$ cat src/pkg/txcfg_pkg.sv
package txcfg_pkg;
    localparam int ADDR_W = 8;
    localparam int DATA_W = 8;
    // Register offsets as seen on the register port.
    localparam logic [7:0] OFS_GAIN = 8'h0B;
    localparam logic [7:0] OFS_UPD = 8'h0C;
    localparam logic [7:0] OFS_FMT = 8'h0D;
    localparam logic [7:0] OFS_GAIN_NOW = 8'h10;
    localparam logic [7:0] OFS_STAT = 8'h11;
    // Field positions.
    localparam int BIT_SYNC_WAKE = 6;
    localparam int BIT_QUICK = 4;
    localparam int BIT_TX_2C = 7;
    localparam int BIT_RX_2C = 6;
    localparam int BIT_TX_INV = 5;
    localparam int BIT_INTERP_MSB = 1;
    localparam int BIT_INTERP_LSB = 0;
    localparam int BIT_STAT_RAMP = 0;
    localparam int BIT_STAT_PEND = 1;
    // Writable bits; all others read as zero.
    localparam logic [7:0] UPD_MASK = 8'h50;
    localparam logic [7:0] FMT_MASK = 8'hE3;
    // Reset values.
    localparam logic [7:0] GAIN_RST = 8'hFF;
    localparam logic [7:0] UPD_RST = 8'h00;
    localparam logic [7:0] FMT_RST = 8'h00;
    // Gain scale: code 00 is -20.0 dB, code FF is 0 dB, attenuation in tenths of a dB.
    localparam logic [7:0] GAIN_MIN_CODE = 8'h00;
    localparam logic [7:0] GAIN_MAX_CODE = 8'hFF;
    localparam logic [15:0] ATTEN_SPAN_TENTHS = 16'h00C8;
    localparam logic [15:0] ATTEN_ROUND = 16'h007F;
    // Interpolation selector codes.
    typedef enum logic [1:0] {
        INTERP_BYPASS = 2'b00,
        INTERP_X2 = 2'b01,
        INTERP_X4 = 2'b10,
        INTERP_RSVD = 2'b11
    } txcfg_interp_e;
    localparam logic [2:0] FACTOR_X1 = 3'h1;
    localparam logic [2:0] FACTOR_X2 = 3'h2;
    localparam logic [2:0] FACTOR_X4 = 3'h4;
    // Gain slew states.
    typedef enum logic [0:0] {
        GST_SETTLED = 1'b0,
        GST_RAMPING = 1'b1
    } txcfg_gstate_e;
    // Timing: clock period and smooth ramp step time.
    localparam int CLK_PERIOD_NS = 100;
    localparam int RAMP_STEP_NS = 1000;
    localparam int RAMP_STEP_CYC_RAW = RAMP_STEP_NS / CLK_PERIOD_NS;
    localparam int RAMP_STEP_CYC = (RAMP_STEP_CYC_RAW < 1) ? 1 : RAMP_STEP_CYC_RAW;
    localparam int OUT_HALF_CYC = 2;
endpackage

$ cat src/hw/txcfg_regs.sv
// Decided for this implementation: the strobed register port.
`timescale 1ns/10ps
module txcfg_regs
    import txcfg_pkg::*;
#(
    parameter int SAMPLE_W = 10,
    parameter int HALF_CYC = OUT_HALF_CYC
) (
    // Clock and reset.
    input wire logic clk,
    input wire logic rst_n,
    // Register port.
    input wire logic [ADDR_W-1:0] reg_addr,
    input wire logic [DATA_W-1:0] reg_wdata,
    input wire logic reg_wr,
    input wire logic reg_rd,
    output logic [DATA_W-1:0] reg_rdata,
    // Power-down pin from the board.
    input wire logic tx_power_down_pin,
    // Transmit data interface.
    output logic output_clock,
    input wire logic [SAMPLE_W-1:0] tx_data,
    output logic [SAMPLE_W-1:0] tx_sample,
    output logic tx_sample_valid,
    // Receive data path.
    input wire logic [SAMPLE_W-1:0] rx_data_in,
    output logic [SAMPLE_W-1:0] rx_data_out,
    // Gain amplifier control.
    output logic [7:0] tx_gain_amplifier,
    output logic [7:0] gain_atten_tenths,
    output logic gain_settled,
    // Interpolation control.
    output logic [2:0] interp_factor,
    output logic interp_stage1_en,
    output logic interp_stage2_en
);

    // A one-bit word has no sign bit to flip, and the divider needs a nonzero count.
    // The divider counter is 16 bits wide, which caps the half period.
    if (SAMPLE_W < 2 || HALF_CYC < 1 || HALF_CYC > 65536) begin : g_bad_param
        $error("txcfg_regs: SAMPLE_W must be at least 2 and HALF_CYC 1 to 65536");
    end

    localparam logic [SAMPLE_W-1:0] SIGN_FLIP = {1'b1, {(SAMPLE_W-1){1'b0}}};

    logic [7:0] gain_wr_reg;
    logic [7:0] upd_reg;
    logic [7:0] fmt_reg;
    logic [7:0] pending_reg;
    logic pending_valid_reg;
    logic [7:0] target_reg;
    logic [7:0] current_reg;
    logic [7:0] current_next;
    logic [7:0] atten_reg;
    txcfg_gstate_e gstate_reg;
    logic [15:0] ramp_cnt_reg;
    logic ramp_tick;
    logic pd_s1_reg, pd_s2_reg, pd_s3_reg, pd_level_reg;
    logic wake;
    logic gain_wr;
    logic sync_on, quick_on;
    logic [15:0] oclk_cnt_reg;
    logic oclk_reg;
    logic rise_tick, fall_tick, cap_tick;
    logic [7:0] rdata_reg;
    logic [7:0] stat_word;
    logic [15:0] atten_calc;

    assign gain_wr = reg_wr && (reg_addr == OFS_GAIN);
    assign sync_on = upd_reg[BIT_SYNC_WAKE];
    assign quick_on = upd_reg[BIT_QUICK];

    // Software-visible registers; reserved bits are masked so they always read zero.
    always_ff @(posedge clk) begin
        if (!rst_n) begin
            gain_wr_reg <= GAIN_RST;
            upd_reg <= UPD_RST;
            fmt_reg <= FMT_RST;
        end else if (reg_wr) begin
            case (reg_addr)
                OFS_GAIN: gain_wr_reg <= reg_wdata;
                OFS_UPD: upd_reg <= reg_wdata & UPD_MASK;
                OFS_FMT: fmt_reg <= reg_wdata & FMT_MASK;
                default: ;
            endcase
        end
    end

    // Read data is registered and stands only in the cycle after the strobe.
    always_ff @(posedge clk) begin
        if (!rst_n) begin
            rdata_reg <= 8'h00;
        end else if (reg_rd) begin
            case (reg_addr)
                OFS_GAIN: rdata_reg <= gain_wr_reg;
                OFS_UPD: rdata_reg <= upd_reg;
                OFS_FMT: rdata_reg <= fmt_reg;
                OFS_GAIN_NOW: rdata_reg <= current_reg;
                OFS_STAT: rdata_reg <= stat_word;
                default: rdata_reg <= 8'h00;
            endcase
        end else begin
            rdata_reg <= 8'h00;
        end
    end
    assign reg_rdata = rdata_reg;

    // Status word; unused bits read as zero.
    always_comb begin
        stat_word = 8'h00;
        stat_word[BIT_STAT_RAMP] = (gstate_reg == GST_RAMPING);
        stat_word[BIT_STAT_PEND] = pending_valid_reg;
    end

    // The pin is asynchronous, so it passes three stages and counts once two agree.
    always_ff @(posedge clk) begin
        if (!rst_n) begin
            pd_s1_reg <= 1'b1;
            pd_s2_reg <= 1'b1;
            pd_s3_reg <= 1'b1;
            pd_level_reg <= 1'b1;
        end else begin
            pd_s1_reg <= tx_power_down_pin;
            pd_s2_reg <= pd_s1_reg;
            pd_s3_reg <= pd_s2_reg;
            if (pd_s2_reg == pd_s3_reg) begin
                pd_level_reg <= pd_s3_reg;
            end
        end
    end
    // Wake-up is the filtered release of power-down.
    assign wake = pd_level_reg && (pd_s2_reg == pd_s3_reg) && !pd_s3_reg;

    // Held code for wake-up sync; a write in the wake cycle stays held for the next wake.
    always_ff @(posedge clk) begin
        if (!rst_n) begin
            pending_reg <= GAIN_RST;
            pending_valid_reg <= 1'b0;
        end else if (gain_wr && sync_on) begin
            pending_reg <= reg_wdata;
            pending_valid_reg <= 1'b1;
        end else if (wake) begin
            pending_valid_reg <= 1'b0;
        end
    end

    // Target gain: at once without sync, else at wake-up; a direct write beats the wake.
    always_ff @(posedge clk) begin
        if (!rst_n) begin
            target_reg <= GAIN_RST;
        end else if (gain_wr && !sync_on) begin
            target_reg <= reg_wdata;
        end else if (wake && pending_valid_reg) begin
            target_reg <= pending_reg;
        end
    end

    // Ramp tick divider sets the smooth slew rate.
    always_ff @(posedge clk) begin
        if (!rst_n || gstate_reg == GST_SETTLED) begin
            ramp_cnt_reg <= 16'h0000;
        end else if (ramp_tick) begin
            ramp_cnt_reg <= 16'h0000;
        end else begin
            ramp_cnt_reg <= ramp_cnt_reg + 16'h0001;
        end
    end
    assign ramp_tick = (ramp_cnt_reg == 16'(RAMP_STEP_CYC - 1));

    // Next applied code: a jump in quick mode, one step per tick otherwise.
    always_comb begin
        current_next = current_reg;
        if (gstate_reg == GST_RAMPING) begin
            if (quick_on) begin
                current_next = target_reg;
            end else if (ramp_tick && current_reg < target_reg) begin
                current_next = current_reg + 8'h01;
            end else if (ramp_tick && current_reg > target_reg) begin
                current_next = current_reg - 8'h01;
            end
        end
    end

    // Slew state; quick mode trades spurs for settling two cycles after the target changes.
    always_ff @(posedge clk) begin
        if (!rst_n) begin
            gstate_reg <= GST_SETTLED;
            current_reg <= GAIN_RST;
        end else begin
            current_reg <= current_next;
            case (gstate_reg)
                GST_SETTLED: begin
                    if (target_reg != current_reg) begin
                        gstate_reg <= GST_RAMPING;
                    end
                end
                GST_RAMPING: begin
                    if (current_next == target_reg) begin
                        gstate_reg <= GST_SETTLED;
                    end
                end
                default: gstate_reg <= GST_SETTLED;
            endcase
        end
    end

    // Map code to attenuation: 00 gives 200 tenths, FF gives none, rounded to nearest.
    assign atten_calc = ((16'(GAIN_MAX_CODE - current_reg) * ATTEN_SPAN_TENTHS)
                         + ATTEN_ROUND) / 16'h00FF;
    always_ff @(posedge clk) begin
        if (!rst_n) begin
            atten_reg <= 8'h00;
        end else begin
            atten_reg <= atten_calc[7:0];
        end
    end
    assign tx_gain_amplifier = current_reg;
    assign gain_atten_tenths = atten_reg;
    assign gain_settled = (gstate_reg == GST_SETTLED);

    // Output clock from a divider; edge pulses drive the capture.
    always_ff @(posedge clk) begin
        if (!rst_n) begin
            oclk_cnt_reg <= 16'h0000;
            oclk_reg <= 1'b0;
        end else if (oclk_cnt_reg == 16'(HALF_CYC - 1)) begin
            oclk_cnt_reg <= 16'h0000;
            oclk_reg <= !oclk_reg;
        end else begin
            oclk_cnt_reg <= oclk_cnt_reg + 16'h0001;
        end
    end
    assign rise_tick = (oclk_cnt_reg == 16'(HALF_CYC - 1)) && !oclk_reg;
    assign fall_tick = (oclk_cnt_reg == 16'(HALF_CYC - 1)) && oclk_reg;
    assign output_clock = oclk_reg;
    // The source must hold data stable at the chosen edge; nothing here retimes it.
    assign cap_tick = fmt_reg[BIT_TX_INV] ? fall_tick : rise_tick;

    // Captured words are converted to straight binary for the converter path.
    always_ff @(posedge clk) begin
        if (!rst_n) begin
            tx_sample <= '0;
            tx_sample_valid <= 1'b0;
        end else begin
            tx_sample_valid <= cap_tick;
            if (cap_tick) begin
                tx_sample <= fmt_reg[BIT_TX_2C] ? (tx_data ^ SIGN_FLIP) : tx_data;
            end
        end
    end

    // Converter words are straight binary; flip the sign bit for two's complement.
    always_ff @(posedge clk) begin
        if (!rst_n) begin
            rx_data_out <= '0;
        end else begin
            rx_data_out <= fmt_reg[BIT_RX_2C] ? (rx_data_in ^ SIGN_FLIP) : rx_data_in;
        end
    end

    // Interpolation decode; the reserved code falls back to bypass.
    always_comb begin
        case (txcfg_interp_e'({fmt_reg[BIT_INTERP_MSB], fmt_reg[BIT_INTERP_LSB]}))
            INTERP_X2: begin
                interp_factor = FACTOR_X2;
                interp_stage1_en = 1'b1;
                interp_stage2_en = 1'b0;
            end
            INTERP_X4: begin
                interp_factor = FACTOR_X4;
                interp_stage1_en = 1'b1;
                interp_stage2_en = 1'b1;
            end
            default: begin
                interp_factor = FACTOR_X1;
                interp_stage1_en = 1'b0;
                interp_stage2_en = 1'b0;
            end
        endcase
    end
endmodule

$ cat config.mk
export PLATFORM = sky130hd
export DESIGN_NAME = txcfg_regs
export DESIGN_NICKNAME = d
export VERILOG_FILES = /design/src/pkg/txcfg_pkg.sv /design/src/hw/txcfg_regs.sv
export SDC_FILE = /design/constraint.sdc
export NUM_CORES = 1
export LEC_CHECK = 0
export BUFFER_PORTS_ARGS = -buffer_cell sky130_fd_sc_hd__buf_2
export CAP_MARGIN = 20
export CORE_MARGIN = 10
export CORE_UTILIZATION = 51
export DETAILED_ROUTE_END_ITERATION = 10
export PLACE_DENSITY = 0.76
export SLEW_MARGIN = 15
export SYNTH_ARGS = -nofsm -noshare
export SYNTH_HDL_FRONTEND = slang
export SYNTH_SLANG_ARGS = --single-unit
$ cat constraint.sdc
create_clock -name clk -period 25.3 [get_ports clk]
set_input_delay 1.265 -clock clk [delete_from_list [all_inputs] [get_ports clk]]
set_output_delay 1.265 -clock clk [all_outputs]
set_load 0.03 [all_outputs]
Yosys cells after proc, flatten, opt, wreduce, memory -nomap -nowiden:

Index checks and enable logic that the tools add are counted.

* memories kept: 0
* memory bits (writable): 0
* bits in read-only memories: 0
* logic and storage cells: 88
* bits in latches: 0
* output and inout port bits: 52
* flip-flop bits (word level): 115

* magnitude comparators: 2
* shift-type cells: 0
* reductions and logical operators: 24
* muxes and demuxes: 18
* $add $sub $neg: 6
* multiply operators: 1
* bitwise logic cells: 4
* divide/modulo/power cells: 1
* eq/ne operators: 12

Operators by type and width (count)
* $mux 8: 6
* $pmux 8 s5: 1
* $add 16x1->16 const B: 2
* $eq 8x4->1 const B: 3
* $mux 10: 2
* $add 16x7->16 const B: 1
* $div 16x8->16 const B: 1
* $eq 16x1->1 const B: 1
* $eq 16x4->1 const B: 1
* $eq 8x5->1 const B: 2
* $mul 16x5->13 const B: 1
* $logic_and 1x1->1: 10
* $sub 8x8->9 const A: 1
* $add 8x1->8 const B: 1
* $eq 8x8->1: 1
* $gt 8x8->1: 1
* $lt 8x8->1: 1
* $ne 8x8->1: 1
* $reduce_and 2->1: 4
* $sub 8x1->8 const B: 1
* $mux 1: 7
* $pmux 3 s2: 1
* $reduce_or 2->1: 3
* $logic_not 1->1: 4
* other kinds (7): 11

Logic depth before layout (Yosys ltp):

* depth in word-level cells: 9
* mapped depth: 42
* gate-level depth less buffers: 37

Least setup slack after synthesis:

OpenSTA, ideal clock, no wires.

* path kind: flip-flop to flip-flop
* start: register current_reg[2] (netlist: tx_gain_amplifier[2])
* end: register atten_reg[0] (netlist: gain_atten_tenths[0])
* clock period less this slack: 9346 ps
* library setup time: 125 ps
* required time: 25175 ps
* arrival time: 9221 ps
* setup slack: 15954 ps
* stages on the path, launching flop included: 37
* buffers on the path: 3
* path through: dfxtp_1 buf_2 inv_1 ha_1 ha_1 inv_1 fa_1 inv_1 ha_1 xnor2_1 and3_1 buf_2 a31oi_1 or4_4 nor4_4 o31ai_2 or4_1 o211a_1 nor4_1 o21a_1 nor3_1 nand3_1 and2_1 ha_1 nand3_1 or3_4 a211oi_4 buf_6 nor2_1 xnor2_1 ha_1 or3b_2 or4b_1 a22oi_2 a2111oi_0 o31ai_1 o21ai_1

* cells in the longest elaborated chain, start to end: 4

Ends and longest elaborated chain
* from (decl): RTL line txcfg_regs.sv:52 `logic [7:0] current_reg;`
* from (signal assigned): RTL line txcfg_regs.sv:190 `current_reg <= current_next;`
* $sub 8x8->9: RTL line txcfg_regs.sv:208 `assign atten_calc = ((16'(GAIN_MAX_CODE - current_reg) * ATTEN_SPAN_TENTHS)`
* $mul 16x5->13: RTL line txcfg_regs.sv:208
* $add 16x7->16: RTL line txcfg_regs.sv:209 `+ ATTEN_ROUND) / 16'h00FF;`
* $div 16x8->16: RTL line txcfg_regs.sv:209
* to (signal assigned): RTL line txcfg_regs.sv:214 `atten_reg <= atten_calc[7:0];`
* to (decl): RTL line txcfg_regs.sv:54 `logic [7:0] atten_reg;`

Every way passes these cells.
A chain may end at the register's enable or synchronous reset.

Worst setup path in the final report:

Ends and elaborated chain as after synthesis.

==> flow_summary.yaml <==
pwr:
  pwr-share-comb: 0.195
  ir_drop_uv: 95.4
  powerDensity_nw_per_um2: 56.0
  p_clk_frac: 0.451
  p_leak_nw: 3.99
  power_switching_share: 0.309
  p_int_w: 0.000373
  p_switching_w: 0.000167
  power_frac_seq: 0.354
worst_hold_path:
  hold_start: "pd_s1_reg$_SDFF_PN1_"
  hold_path_depth: 1
  min_to: "pd_s2_reg$_SDFF_PN1_"
  min_path_type: "reg -> reg"
setup_path:
  rrSetupSlack_ns: 14.45
  worstPathMaxFanout: 15
  path_buf_inv: 4
  path_class: "reg -> reg"
  critical_path.top_delay_family: "simple AND/OR/NAND/NOR gates"
  start_kind: "flip-flop"
  r2r_start: "tx_gain_amplifier[2]$_SDFF_PN1_"
  worstReg2RegEnd: "gain_atten_tenths[0]$_SDFF_PN0_"
  critPathCaptureType: "flip-flop"
  worst_path_most_repeated_cell: "ha_1"
  critPathArrivalTime_ns: 11.19
  slowest_stage: "dfxtp_1"
  cp.required_ns: 25.65
  reg2reg_depth: 35
  max_stage_delay_ns: 0.63
floorplan:
  die-area_um2: 22100
  die_w_um: 149
  num_io_pins: 93
  start_util: 0.525
  die_h_um: 149
  coreArea_um2: 16100
  core.rowCount: 46
clock_tree:
  cts-root-buf: "clkbuf_16"
  path_clk_slew_ns: 0.06
  clk_latency_ns: 0.42
  cts.repair.resized: 0
  cts_buffer_depth: 2
  post_cts_buffers: 0
  cts_tree: "built"
  ctsHoldBuffers: 0
  cts-buffers-inserted: 17
  cts.sinks: 115
  cts.htree.levels: 4
grt:
  grt-busiest-layer: "met2"
  grt_use_total: 0.204
  grt_max_degree: 46
  use_met1: 0.260
  grtUsageMet2: 0.333
  grt_first_pass_wirelength_mm: 37.7
  antenna_found_initial: 0
  grt_pass1_vias: 7638
  overflow: 0
  met3_usage: 0.0440
sta:
  max_freq_mhz: 92.2
  hold_viol_final: 0
  slew_headroom: 0.387
  min_period_over_period: 0.429
  rsz0062_at_grt: "false"
  min_period_ns: 10.85
  fin_tns_setup_ns: 0
  setup_viol: 0
  final_max_slew_viol_count: 0
  fin_skew_ns: 0.0146
  hold_ws_ns: 0.435
  worst-slew-pin-transition_ns: 0.912
synth:
  ys_seq_area_frac: 0.273
  synth.distinct_cells: 96
  synth_seq_cells: 115
  synthesis.nets: 1151
  avgSynthCellArea_um2: 8.02
  synth_flop_cell: "dfxtp_1"
  yosys_warnings: 0
  syn-cell-area_um2: 8440
  syn_inst: 1052
  synth-async-reset-ratio: 0
  synth_edf_count: 0
cells_and_area:
  syn_to_final_growth_pct: 14.1
  final_util: 0.600
  regArea_um2: 2300
  diodes: 0
  multi_input_area_um2: 5780
  final_nets: 1227
  nFillCells: 1437
  layout-drive-gt1-share: 0.159
detailed_routing:
  num_vias: 8046
  via_per_inst: 5.93
  wl_per_cell_um: 16.8
  drt-initial-drc-count: 637
  dr.pass1.iters: 7
  wirelength_mm: 22.7
  drc_errors: 0
  ant_nets: 0
placed_design:
  port_buffers: 92
  hpwl_mm: 17.0
  gp_congestion: 0.926
outcome:
  outcome: "completed"
flow_run:
  drv_cap: 0
[power groups by stage]
stage / sequential (W) / clock, W / combinational (W)
after floorplan: 0.000203 / 0 / 0.0000698
after global placement: 0.000195 / 0 / 0.000102
after detailed placement: 0.000195 / 0 / 0.000103
after CTS: 0.000191 / 0.000248 / 0.000104
after global routing: 0.000192 / 0.000255 / 0.000115
final: 0.000191 / 0.000243 / 0.000105
[worst max path at each step]
stage                     cells after the start  slack [ns]                         endpoint                            start
after detailed placement                     34       14.49  gain_atten_tenths[0]$_SDFF_PN0_  tx_gain_amplifier[2]$_SDFF_PN1_
final                                        35       14.45  gain_atten_tenths[0]$_SDFF_PN0_  tx_gain_amplifier[2]$_SDFF_PN1_
after floorplan                              36       15.95  gain_atten_tenths[0]$_SDFF_PN0_  tx_gain_amplifier[2]$_SDFF_PN1_
after CTS                                    34       14.33  gain_atten_tenths[0]$_SDFF_PN0_  tx_gain_amplifier[2]$_SDFF_PN1_
after global routing                         34       13.60  gain_atten_tenths[0]$_SDFF_PN0_  tx_gain_amplifier[0]$_SDFF_PN1_
after global placement                       34       14.84  gain_atten_tenths[0]$_SDFF_PN0_  tx_gain_amplifier[2]$_SDFF_PN1_
[Yosys cell counts (18+ instances only)]
| cell type | instances | area share |
|---|---|---|
| xnor2_1 | 41 | 0.043 |
| xor2_1 | 24 | 0.025 |
| inv_1 | 47 | 0.021 |
| dfxtp_1 | 115 | 0.27 |
| and2_1 | 26 | 0.019 |
| nand4_1 | 27 | 0.020 |
| and3_1 | 21 | 0.016 |
| nor2b_1 | 19 | 0.014 |
| a21oi_1 | 36 | 0.021 |
| nor3_1 | 20 | 0.012 |
| o21ai_0 | 48 | 0.028 |
| o211ai_1 | 18 | 0.016 |
| nand2_1 | 112 | 0.050 |
| ha_1 | 55 | 0.082 |
| nor2_1 | 81 | 0.036 |
| clkbuf_1 | 31 | 0.014 |
| nand3_1 | 62 | 0.037 |
[cell type report]
class / count / area share
multi-input combinational: 849 / 0.601
sequential: 115 / 0.239
timing repair buffer: 97 / 0.0512
clock buffer: 17 / 0.0442
tap: 216 / 0.0281
inverter: 48 / 0.0187
clock inverter: 15 / 0.0181
[cell families (layout without fill, tap and decap cells)]
kind of cell	count (synthesis)	after routing	synth area share
buffers and inverters	88	177	0.0430
muxes	21	21	0.0255
and+or+nand+nor	454	454	0.283
xor gates and xnor gates	66	66	0.0694
AOI/OAI and AO/OA	250	250	0.218
DFF	115	115	0.273
adders and majority gates	58	58	0.0887
[stage by stage]
stage	cells	worst slack, ns	area (µm²)	power, W
floorplan	1052	15.95	8440	0.000272
global placement	1323	14.84	9010	0.000297
detailed placement	1323	14.49	9010	0.000297
CTS	1355	14.33	9610	0.000542
global route	1357	13.60	9630	0.000562
finish	1357	14.45	9630	0.000539
[routing by layer]
layer  up-vias  wire length [µm]
met4         0               415
met1      3729             10000
li1       4007                 -
met5         -                 0
met3        40              1330
met2       270             10900
[placed cells by master (no fill, tap or decap), types with 19 or more instances in the layout]
| cell type | count |
|---|---|
| nor2_1 | 80 |
| buf_2 | 93 |
| nand2_1 | 112 |
| a21oi_1 | 36 |
| xnor2_1 | 41 |
| nand3_1 | 62 |
| dfxtp_1 | 115 |
| o21ai_0 | 48 |
| and2_1 | 26 |
| nor3_1 | 20 |
| and3_1 | 21 |
| inv_1 | 47 |
| nor2b_1 | 19 |
| xor2_1 | 24 |
| nand4_1 | 27 |
| ha_1 | 55 |
(Power assumes the default switching activity.)
